<file path="src/pkg/rops_map.vh">
// Constants and register map of the remote on/off power sequencer.
// Overview of operation
// Input high starts, low or floating stops
// Switch-off request is signalled to the processor
// Hard-off timeout removes supplies unconditionally
// Timing selector zero means bypass, no timers
// Supplies enable after input stable over 2 s
// Startup hold blocks switch-off routing and power-off
// Off-debounce 60 s; restored input cancels power-off
// Hard-off timer follows off-debounce, then supplies off
// Host must not shut down during off-debounce
// Power-fail can switch supplies off when enabled
// Mode 1 remote, mode 2 power-fail, others reserved
// Power-fail registers only on input driven low
// Timing settings 5-15 invalid; delays from tick
`ifndef ROPS_MAP_VH
`define ROPS_MAP_VH

// Clock period and tick period in nanoseconds.
`define ROPS_CLK_NS        8
`define ROPS_TICK_NS       1000000
`define ROPS_TICKS_PER_SEC 1000

// Delays in seconds.
`define ROPS_T_DEB_ON_S    2
`define ROPS_T_DEB_OFF_S   60
`define ROPS_T_START1_S    5
`define ROPS_T_START2_S    60
`define ROPS_T_START3_S    1800
`define ROPS_T_START4_S    7200
`define ROPS_T_HARD1_S     60
`define ROPS_T_HARD2_S     300
`define ROPS_T_HARD3_S     7200
`define ROPS_T_HARD4_S     7200

// Selector codes.
`define ROPS_MODE_REMOTE   4'h1
`define ROPS_MODE_PFAIL    4'h2
`define ROPS_TIME_BYPASS   4'h0
`define ROPS_TIME_MAX      4'h4

// Register byte offsets.
`define ROPS_REG_STATUS    12'h000
`define ROPS_REG_MASK      12'h004
`define ROPS_REG_CTRL      12'h008
`define ROPS_REG_STATE     12'h00C

// Status and mask bit positions.
`define ROPS_EV_ON         0
`define ROPS_EV_OFFREQ     1
`define ROPS_EV_CANCEL     2
`define ROPS_EV_HARDOFF    3
`define ROPS_EV_PFAIL      4
`define ROPS_EV_W          5

// Control bit position and reset values.
`define ROPS_CTRL_PFOFF    0
`define ROPS_MASK_RST      5'h00
`define ROPS_CTRL_RST      1'h0

`endif

</file>
<file path="src/core/rops_tick.v">
// Tick divider producing a one-cycle enable pulse.
`timescale 1ns/1ps
`default_nettype none
module rops_tick #(
  parameter CYCLES = 125000
) (
  input  wire SYS_CLK,
  input  wire RST_N,
  output reg  TICK
);

  reg [31:0] cnt; // Cycles since the last tick.

  // Count up to CYCLES - 1 and pulse TICK once per period of CYCLES cycles.
  always @(posedge SYS_CLK or negedge RST_N) begin
    if (!RST_N) begin
      cnt  <= 32'h00000000;
      TICK <= 1'b0;
    end else if (cnt >= CYCLES - 1) begin
      cnt  <= 32'h00000000;
      TICK <= 1'b1;
    end else begin
      cnt  <= cnt + 32'h00000001;
      TICK <= 1'b0;
    end
  end

endmodule // rops_tick
`default_nettype wire

</file>
<file path="src/core/rops_top.v">
// Remote on/off power sequencer with APB registers and interrupt.
`timescale 1ns/1ps
`default_nettype none
`include "rops_map.vh"
module rops_top #(
  parameter TICK_CYCLES   = `ROPS_TICK_NS / `ROPS_CLK_NS,
  parameter TICKS_PER_SEC = `ROPS_TICKS_PER_SEC,
  parameter CNT_W         = 24
) (
  input  wire        SYS_CLK,
  input  wire        RST_N,
  input  wire        ONOFF_PF_IN,
  input  wire [3:0]  MODE_SELECT_SWITCH,
  input  wire [3:0]  TIMING_SELECT_SWITCH,
  output reg         SUPPLY_EN,
  output reg         SHUTDOWN_REQ,
  output wire        IRQ,
  input  wire        PSEL,
  input  wire        PENABLE,
  input  wire        PWRITE,
  input  wire [11:0] PADDR,
  input  wire [31:0] PWDATA,
  output reg  [31:0] PRDATA,
  output wire        PREADY,
  output reg         PSLVERR
);

  // One-hot sequencer states.
  localparam [5:0] ST_BYP   = 6'h01; // No timers, supplies on unless held off by power-fail.
  localparam [5:0] ST_OFF   = 6'h02; // Supplies off, on-debounce.
  localparam [5:0] ST_START = 6'h04; // Startup hold.
  localparam [5:0] ST_RUN   = 6'h08; // Normal operation.
  localparam [5:0] ST_DEB   = 6'h10; // Off-debounce window.
  localparam [5:0] ST_HARD  = 6'h20; // Hard-off countdown.

  reg  [1:0]       in_sync;   // Two-stage synchroniser of the pin.
  reg  [3:0]       mode_s1;   // First stage of mode switch.
  reg  [3:0]       mode_s2;   // Synchronised mode switch.
  reg  [3:0]       time_s1;   // First stage of timing switch.
  reg  [3:0]       time_s2;   // Synchronised timing switch.
  reg              in_prev;   // Synchronised level one cycle ago.
  reg  [5:0]       state;     // Sequencer state.
  reg  [5:0]       next_state;
  reg  [CNT_W-1:0] cnt;       // Ticks since state entry.
  reg  [CNT_W-1:0] limit;     // Ticks allowed in the present state.
  reg  [`ROPS_EV_W-1:0] status; // Sticky events.
  reg  [`ROPS_EV_W-1:0] mask;   // Interrupt enables.
  reg  [`ROPS_EV_W-1:0] ev;     // Events of this cycle.
  reg              pf_off_en; // Power-fail shutdown enable.
  reg              pf_off;    // Supplies held off by power-fail.
  reg  [31:0]      next_prdata;
  reg              next_slverr;
  wire             tick;      // One-cycle tick enable.
  wire             in_on;     // Input level, high requests on.
  wire             remote;    // Remote on/off mode selected.
  wire             timed;     // Valid timed setting selected.
  wire             pf_pend;   // Power-fail currently pending.
  wire             expire;    // State time has run out.
  wire             apb_acc;   // APB access phase.
  wire             rd_stat;   // Read of the status register.

  // Slow time base shared by all delays.
  rops_tick #(
    .CYCLES (TICK_CYCLES)
  ) u_tick (
    .SYS_CLK (SYS_CLK),
    .RST_N   (RST_N),
    .TICK    (tick)
  );

  // Seconds to ticks; the product is cut to the counter width.
  function [CNT_W-1:0] secs;
    input [31:0] s;
    reg   [31:0] p;
    begin
      p    = s * TICKS_PER_SEC;
      secs = p[CNT_W-1:0];
    end
  endfunction

  // Pin and switches come from outside, so each passes two flops.
  always @(posedge SYS_CLK or negedge RST_N) begin
    if (!RST_N) begin
      in_sync <= 2'h0;
      mode_s1 <= 4'h0;
      mode_s2 <= 4'h0;
      time_s1 <= 4'h0;
      time_s2 <= 4'h0;
      in_prev <= 1'b0;
    end else begin
      in_sync <= {in_sync[0], ONOFF_PF_IN};
      mode_s1 <= MODE_SELECT_SWITCH;
      mode_s2 <= mode_s1;
      time_s1 <= TIMING_SELECT_SWITCH;
      time_s2 <= time_s1;
      in_prev <= in_sync[1];
    end
  end

  // High means on.
  // In remote mode a floating pin is expected to be pulled low outside the block.
  assign in_on  = in_sync[1];
  // Mode decode.
  // Reserved settings fall back to the power-fail default.
  assign remote = (mode_s2 == `ROPS_MODE_REMOTE);
  // Bypass at zero.
  // Invalid settings untimed.
  assign timed  = remote && (time_s2 != `ROPS_TIME_BYPASS) &&
                  (time_s2 <= `ROPS_TIME_MAX);
  // Low input only.
  // Only a driven-low pin counts, so a high or open pin changes nothing.
  assign pf_pend = !remote && !in_on;
  assign expire  = tick && (cnt == limit);

  // Per-state time limit; startup hold and hard-off limits come from the timing switch.
  always @* begin
    limit = {CNT_W{1'b1}};
    case (state)
      // On-debounce limit.
      ST_OFF:   limit = secs(`ROPS_T_DEB_ON_S);
      // Startup hold limit.
      ST_START: begin
        case (time_s2)
          4'h1:    limit = secs(`ROPS_T_START1_S);
          4'h2:    limit = secs(`ROPS_T_START2_S);
          4'h3:    limit = secs(`ROPS_T_START3_S);
          default: limit = secs(`ROPS_T_START4_S);
        endcase
      end
      // Off-debounce limit.
      ST_DEB:   limit = secs(`ROPS_T_DEB_OFF_S);
      // Hard-off limit.
      ST_HARD:  begin
        case (time_s2)
          4'h1:    limit = secs(`ROPS_T_HARD1_S);
          4'h2:    limit = secs(`ROPS_T_HARD2_S);
          4'h3:    limit = secs(`ROPS_T_HARD3_S);
          default: limit = secs(`ROPS_T_HARD4_S);
        endcase
      end
      default:  limit = {CNT_W{1'b1}};
    endcase
  end

  // Next state; leaving a timed setting drops straight to bypass.
  always @* begin
    next_state = state;
    case (state)
      ST_BYP: begin
        // Entering timed mode keeps a running system up.
        if (timed) begin
          next_state = ST_RUN;
        end
      end
      ST_OFF: begin
        // Debounce before power.
        if (expire && in_on) begin
          next_state = ST_START;
        end
      end
      ST_START: begin
        // Hold ignores the input.
        if (expire) begin
          next_state = ST_RUN;
        end
      end
      ST_RUN: begin
        if (!in_on) begin
          next_state = ST_DEB;
        end
      end
      ST_DEB: begin
        // Restore cancels shutdown.
        if (in_on) begin
          next_state = ST_RUN;
        end else if (expire) begin
          next_state = ST_HARD;
        end
      end
      ST_HARD: begin
        // Unconditional hard off.
        // Input return is ignored.
        if (expire) begin
          next_state = ST_OFF;
        end
      end
      default: next_state = ST_BYP;
    endcase
    if (!timed) begin
      next_state = ST_BYP;
    end
  end

  // State register and tick counter, cleared on every state change.
  always @(posedge SYS_CLK or negedge RST_N) begin
    if (!RST_N) begin
      state <= ST_BYP;
      cnt   <= {CNT_W{1'b0}};
    end else begin
      state <= next_state;
      if (next_state != state) begin
        cnt <= {CNT_W{1'b0}};
      end else if (state == ST_OFF && !in_on) begin
        // Continuous input needed.
        cnt <= {CNT_W{1'b0}};
      end else if (tick && cnt != limit) begin
        cnt <= cnt + {{(CNT_W-1){1'b0}}, 1'b1};
      end
    end
  end

  // Power-fail latch; released once the pin returns high.
  always @(posedge SYS_CLK or negedge RST_N) begin
    if (!RST_N) begin
      pf_off <= 1'b0;
    end else if (remote || in_on) begin
      pf_off <= 1'b0;
    end else if (pf_pend && pf_off_en) begin
      // Power-fail switch-off.
      pf_off <= 1'b1;
    end
  end

  // Supply enable and processor notification, both registered.
  always @(posedge SYS_CLK or negedge RST_N) begin
    if (!RST_N) begin
      SUPPLY_EN    <= 1'b0;
      SHUTDOWN_REQ <= 1'b0;
    end else begin
      case (next_state)
        ST_BYP: begin
          // Untimed supplies.
          // Remote mode never waits for the power-fail latch to drop, so a
          // switch from power-fail to remote cannot raise a request unpowered.
          SUPPLY_EN    <= remote || !pf_off;
          SHUTDOWN_REQ <= remote && !in_on;
        end
        ST_OFF: begin
          SUPPLY_EN    <= 1'b0;
          SHUTDOWN_REQ <= 1'b0;
        end
        ST_START, ST_RUN: begin
          // No request during hold.
          SUPPLY_EN    <= 1'b1;
          SHUTDOWN_REQ <= 1'b0;
        end
        default: begin
          // Notify the processor.
          // Host waits for hard-off.
          SUPPLY_EN    <= 1'b1;
          SHUTDOWN_REQ <= 1'b1;
        end
      endcase
    end
  end

  // Events of this cycle feeding the sticky status bits.
  always @* begin
    ev = {`ROPS_EV_W{1'b0}};
    ev[`ROPS_EV_ON]      = (state == ST_OFF) && (next_state == ST_START);
    ev[`ROPS_EV_OFFREQ]  = (state == ST_RUN) && (next_state == ST_DEB);
    ev[`ROPS_EV_CANCEL]  = (state == ST_DEB) && (next_state == ST_RUN);
    ev[`ROPS_EV_HARDOFF] = (state == ST_HARD) && (next_state == ST_OFF);
    ev[`ROPS_EV_PFAIL]   = !remote && in_prev && !in_on;
  end

  // APB slave: zero wait states, error on unmapped offsets.
  assign PREADY  = 1'b1;
  assign apb_acc = PSEL && PENABLE;
  assign rd_stat = apb_acc && !PWRITE && (PADDR == `ROPS_REG_STATUS);
  // A level interrupt while any unmasked status bit is set.
  assign IRQ     = |(status & mask);

  // Read data and error answer of the current access.
  always @* begin
    next_prdata = 32'h00000000;
    next_slverr = 1'b0;
    case (PADDR)
      `ROPS_REG_STATUS: next_prdata[`ROPS_EV_W-1:0] = status;
      `ROPS_REG_MASK:   next_prdata[`ROPS_EV_W-1:0] = mask;
      `ROPS_REG_CTRL:   next_prdata[`ROPS_CTRL_PFOFF] = pf_off_en;
      `ROPS_REG_STATE: begin
        next_prdata[5:0]   = state;
        next_prdata[11:8]  = mode_s2;
        next_prdata[15:12] = time_s2;
        next_prdata[16]    = in_on;
        next_prdata[17]    = pf_pend;
        next_prdata[18]    = SUPPLY_EN;
        next_prdata[19]    = SHUTDOWN_REQ;
      end
      default: next_slverr = 1'b1;
    endcase
  end

  // Registered answer: PRDATA holds the word read in the last setup.
  always @(posedge SYS_CLK or negedge RST_N) begin
    if (!RST_N) begin
      PRDATA  <= 32'h00000000;
      PSLVERR <= 1'b0;
    end else if (PSEL && !PENABLE) begin
      PRDATA  <= PWRITE ? 32'h00000000 : next_prdata;
      PSLVERR <= next_slverr;
    end
  end

  // Control registers written in the access phase.
  always @(posedge SYS_CLK or negedge RST_N) begin
    if (!RST_N) begin
      mask      <= `ROPS_MASK_RST;
      pf_off_en <= `ROPS_CTRL_RST;
    end else if (apb_acc && PWRITE) begin
      if (PADDR == `ROPS_REG_MASK) begin
        mask <= PWDATA[`ROPS_EV_W-1:0];
      end
      if (PADDR == `ROPS_REG_CTRL) begin
        pf_off_en <= PWDATA[`ROPS_CTRL_PFOFF];
      end
    end
  end

  // Sticky status, cleared by its read; a new event wins the clear.
  always @(posedge SYS_CLK or negedge RST_N) begin
    if (!RST_N) begin
      status <= {`ROPS_EV_W{1'b0}};
    end else if (rd_stat) begin
      status <= ev;
    end else begin
      status <= status | ev;
    end
  end

endmodule // rops_top
`default_nettype wire

</file>
<file path="config.mk">
export PLATFORM = sky130hd
export DESIGN_NAME = rops_top
export DESIGN_NICKNAME = d
export VERILOG_FILES = /design/src/core/rops_tick.v /design/src/core/rops_top.v
export VERILOG_INCLUDE_DIRS = /design/src /design/src/pkg
export SDC_FILE = /design/constraint.sdc
export NUM_CORES = 1
export LEC_CHECK = 0
export ABC_AREA = 1
export BUFFER_PORTS_ARGS = -buffer_cell sky130_fd_sc_hd__clkbuf_2
export CAP_MARGIN = 10
export CORE_MARGIN = 4
export CORE_UTILIZATION = 55
export DETAILED_ROUTE_END_ITERATION = 8
export PLACE_DENSITY_LB_ADDON = 0.08
export SLEW_MARGIN = 20
export SYNTH_ARGS = -nofsm -noshare
export SYNTH_HDL_FRONTEND = slang
export SYNTH_SLANG_ARGS = --single-unit
</file>
<file path="constraint.sdc">
create_clock -name SYS_CLK -period 5.38 [get_ports SYS_CLK]
set_clock_uncertainty 0.2 [all_clocks]
set_input_delay 0.538 -clock SYS_CLK [delete_from_list [all_inputs] [get_ports SYS_CLK]]
set_output_delay 0.538 -clock SYS_CLK [all_outputs]
set_load 0.01 [all_outputs]
</file>
; After elaboration in Yosys (flattened, before gate mapping)
; Cells that the tools add are included.
[totals]
regBits = 129
inputBits = 58
out_inout_bits = 37
wordCells = 108
[op_classes]
n_addsub = 2
order_cmp = 2
eq_ne = 21
mux = 27
bitwise_logic = 2
reduce_logical = 36
[ops]
columns = op, count
row1 = 24-bit one-hot mux with 4 select lines, 1
row2 = 24-bit 2-to-1 mux, 3
row3 = 23-bit one-hot mux with 3 select lines, 1
row4 = 23-bit one-hot mux with 2 select lines, 1
row5 = 6-bit 2-to-1 mux, 7
row6 = 6-bit one-hot mux with 6 select lines, 1
row7 = "32-bit by 1-bit adder with 32-bit output, second input constant", 1
row8 = "32-bit by 17-bit >= comparator with 1-bit output, second input constant", 1
row9 = 32-bit 2-to-1 mux, 1
row10 = "24-bit by 1-bit adder with 24-bit output, second input constant", 1
row11 = "12-bit by 4-bit equality test with 1-bit output, second input constant", 2
row12 = 24-bit equality test, 1
row13 = 24-bit != test, 1
row14 = 1-bit logical AND, 20
row15 = 20-bit 2-to-1 mux, 1
row16 = "12-bit by 3-bit equality test with 1-bit output, second input constant", 1
row17 = "6-bit by 1-bit equality test with 1-bit output, second input constant", 2
row18 = "6-bit by 2-bit equality test with 1-bit output, second input constant", 2
row19 = "6-bit by 3-bit equality test with 1-bit output, second input constant", 2
row20 = "6-bit by 4-bit equality test with 1-bit output, second input constant", 2
row21 = "6-bit by 5-bit equality test with 1-bit output, second input constant", 2
row22 = 12-bit logical NOT, 1
row23 = 12-bit 2-to-1 mux, 1
row24 = 4-bit one-hot mux with 3 select lines, 1
row25 = 20 further kinds, 33

; Logic depth before layout (Yosys ltp)
[depth]
word_depth = 13
mapped_depth = 24
mapped_depth_nobuf = 23

; By module
; From an unflattened synthesis, not the netlist that was laid out.
[hier_totals]
hier_cells = 837
area_unflattened_um2 = 6560.0
[by_module_without_submodules]
columns = mod, n_inst, cells_per_inst, area_each_um2, seq_area_each_um2
row1 = rops_top, 1, 683, 5092.4, 2053.2
row2 = rops_tick, 1, 154, 1467.7, 825.8

; Worst setup path after synthesis
; No wires, ideal clock.
[synth_path]
path_type = register to register
from = register state[0]
to = register cnt[18]
setup_time_ns = 0.068
arrival_time_ns = 2.480
required_ns = 5.112
setup_slack_ns = 2.631
path_stages_with_launch = 23
n_path_buf = 2
period_less_slack_ns = 2.749
cell_sequence = dfstp_2 -> nor2_2 -> nand3_1 -> nand2_1 -> nor2_2 -> buf_6 -> nor2_1 -> nand2_1 -> nand2_1 -> nor2_1 -> nand2_1 -> nor2_2 -> nand4_2 -> nand2_1 -> nand2_1 -> nand2_2 -> nand2_2 -> nand2_2 -> nand2_2 -> nor2_4 -> nand2_4 -> buf_12 -> nor2_4
[synth_via]
elab_chain_cells = 10
elab_cells_between_ends = 25
cone_classes = eq/ne (9) / mux (11) / reduce/logical (5)
[synth_rtl]
columns = element, line
row1 = from (decl), rops_top.v:42  ; reg [5:0] state;
row2 = from (signal assigned), rops_top.v:200  ; state <= next_state;
row3 = 6-bit equality test (tied with other cells), "rops_top.v:118, rops_top.v:148"
row4 = 24-bit one-hot mux with 4 select lines, rops_top.v:118  ; case (state)
row5 = 24-bit equality test, rops_top.v:113  ; assign expire = tick && (cnt == limit);
row6 = 1-bit logical AND, rops_top.v:113
row7 = 6-bit 2-to-1 mux / 1-bit logical AND (equally long branches), "rops_top.v:176, rops_top.v:157"
row8 = "6-bit 2-to-1 mux, on equally long branches", "rops_top.v:174, rops_top.v:157"
row9 = 6-bit one-hot mux with 6 select lines, rops_top.v:148  ; case (state)
row10 = 6-bit 2-to-1 mux, rops_top.v:189  ; if (!timed) begin
row11 = 6-bit != test, rops_top.v:201  ; if (next_state != state) begin
row12 = 3-bit nonzero test (no line) / 24-bit 2-to-1 mux (equally long branches), n/a
row13 = to (signal assigned), rops_top.v:202  ; cnt <= {CNT_W{1'b0}};
row14 = to (signal assigned), rops_top.v:205  ; cnt <= {CNT_W{1'b0}};
row15 = to (signal assigned), rops_top.v:207  ; cnt <= cnt + {{(CNT_W-1){1'b0}}, 1'b1};
row16 = to (decl), rops_top.v:44  ; reg [CNT_W-1:0] cnt;
; Parallel ways exist; a longest one is shown, timed or not.
; A chain may end at the register's enable or synchronous reset.

; Worst setup path in the final report
[layout_path]
from = register state[1]
to = register cnt[2]
; Same word-level chain as after synthesis.

==> metrics <==
Avg Vias per Cell=5.37; gr ovfl total=0; final hold violation count=0; die area=13300 um2; final setup margin=1200 ps; Syn-to-layout area delta=15.0%; gate count of the mapped netlist=765; initial antenna violation count=0; Placed Cells=958; root buffer cell=clkbuf_16; initial drt markers=378; DR DRC count=0; clock buffer depth=2; Routed WL=15200 um; Syn Area/Cell=8.29 um2; ANT nets after route=0; GP Congestion=0.917; nets=899; largest net degree at the start of global routing=83; critical setup path kind=reg2reg; # IOs=95; fraction of registers with async set/reset=100%; CP bufs+invs=1; per-cell routed wire length=15.3 um; count leader, synth=nand2_1; CTS Sinks=115; routed via count=5323; Non-Filler Instances=991; GRT Total Usage=24.4%; Synth Flop Type=dfrtp_1; insertion delay of the later-clocked pin in the worst-skew pair=420 ps; Critical Path Most Common Cell=nand2_1; Highest Clock Rate=0.239 GHz; Synth cell types=46; Hold Path Class=in2reg; Num CTS Buffers=17; Final Setup Violations=0; Placement Cell Area=6670 um2; Place WS=1300 ps; crit path cell chain=nor2_2, nand2_1, nor2_1, nand2_1, nand3_1, nand2_1, nor2_1, nand2_1, nor2_2, nand3_1, nand2_1, inv_1, nand2_1, xor2_1, nor2_4; data required time of the worst path=5460 ps; period utilization=77.7%; MaxCap Viol Count=0; top cell type's share of synthesized area=45.0%; post-DP HPWL=11100 um; pwr/cell area=312 nW/um2; synthesized flop and latch total=115; post-route setup TNS=0 ps; Die Wd=115 um; CP Capture Type=flip-flop; postcts setup bufs=0; Synth area leader=dfrtp_1; final instance area=7290 um2; share of cells above drive strength 1=17.0%; Final Critical Period=4180 ps; Critical Path Slowest Stage Cell=nor2_1; Worst EP arrival=4250 ps; post-CTS resize count=0; CTS tree=done; Worst VDD drop=0.315 mV; Critical Path Source Type=flip-flop; first-pass GRT wire length=25200 um; first drt pass iteration count=5; Rows=38; Clock H-tree levels=4; slowest stage delay, CP=620 ps; Top delay family on crit path=simple AND/OR/NAND/NOR gates; synthesized area=6340 um2; worst rel slew slack=41.9%; WHS=25.2 ps; Port Buffers=52; top post-synthesis cells by area=dfrtp_1, nand2_1, nor2_1; slew at the pin closest to its max-slew limit=868 ps; vias in the first global route=5202; RSZ-0062 raised after global routing=no; Leakage=0.00335 uW; outcome=finished, final reports clean; Chip Height=115 um; sequential element share of the synthesized area=45.4%; Synth top cells by count=nand2_1, dfrtp_1, nor2_1; EDFF count, synth=0; Final Max Tran Viols=0; CTS clock-pin slew for the worst setup and hold paths=60 ps; Starting Density=57.2%; Max FO, Critical Path=17; yosys warns=0; core area=11100 um2; # diodes=0
==> what timing repair did <==
action | 4_1_cts | 5_1_grt
hold endpoints to repair | 0 | 15
hold buffers | 0 | 1
setup endpoints to repair | 0 | 0
==> metal layers <==
| metal | track usage (%) | share of wire [%] | up-vias |
|---|---|---|---|
| li1 | - | - | 2607 |
| met1 | 31.8 | 44 | 2535 |
| met2 | 41.3 | 49 | 164 |
| met3 | 5.47 | 5.8 | 17 |
| met4 | 6.26 | 1.0 | 0 |
| met5 | 0 | 0 | - |
==> through the flow <==
stage	total power (uW)	util, %
floorplan	1110	-
global placement	1160	60.2
detailed placement	1170	60.2
CTS	2290	65.5
global route	2370	65.8
finish	2280	65.8
==> kinds of logic (layout without fill, tap and decap cells) <==
kind of cell | Yosys count | count (layout) | share of synthesized area (%)
multiplexers | 4 | 4 | 0.710
adder cells (fa/ha/maj) | 2 | 2 | 0.395
buffers and inverters | 121 | 179 | 9.04
flip-flops | 115 | 115 | 45.4
XOR/XNOR | 31 | 31 | 4.28
AO/OA/AOI/OAI | 75 | 75 | 7.89
other | 2 | 30 | 0.118
AND/OR/NAND/NOR | 415 | 415 | 32.1
==> placed cells by master, fill, tap and decap left out, types with 3 or more instances in the layout <==
cell type,count
o211ai_1,3
nand2_1,163
clkbuf_2,51
dfrtp_1,114
nand2_4,3
o22ai_1,4
nor3b_1,7
nand4_1,19
a21oi_1,14
nand3_1,46
nor3_1,25
clkbuf_16,17
xor2_1,29
nand2_2,6
inv_6,5
nand3_2,6
a221oi_1,4
conb_1,30
nor2_4,22
nor2_1,91
nor2_2,10
clkinvlp_4,3
a32o_1,13
inv_2,3
nor4_1,9
mux2_2,4
a211oi_1,3
inv_1,89
o21ai_0,25
==> state kept, by name, indices dropped and copies added (netlist names), 2 cells and up <==
name / cells
PRDATA: 18
cnt: 24
in_sync: 2
mask: 5
mode_s1: 4
mode_s2: 4
state: 6
status: 5
time_s1: 4
time_s2: 4
u_tick.cnt: 32
==> layout make-up <==
type	count	area (um2)
Fill cell	954	3790
Inverter	93	349
Tap cell	140	175
Timing Repair Buffer	55	308
Multi-Input combinational cell	557	2990
Clock buffer	18	439
Sequential cell	115	2880
Clock inverter	13	149
==> worst paths after layout <==
kind	start	endpoint	slack, ps	cells after the start
hold / removal	MODE_SELECT_SWITCH[0]	mode_s1[0]	30	1
max in group asynchronous	RST_N	cnt[16]	3920	3
min in group asynchronous	RST_N	PRDATA[18]	340	2
setup / recovery	state[1]	cnt[2]	1200	15
hold reg to reg	mode_s1[1]	mode_s2[1]	140	0
setup reg to reg	state[1]	cnt[2]	1200	15
==> where the power goes <==
| part | total [uW] | switching [uW] | internal, uW |
|---|---|---|---|
| sequential | 942 | 38.7 | 903 |
| clock | 1110 | 416 | 697 |
| combinational | 222 | 138 | 83.7 |
(Power assumes the default switching activity.)
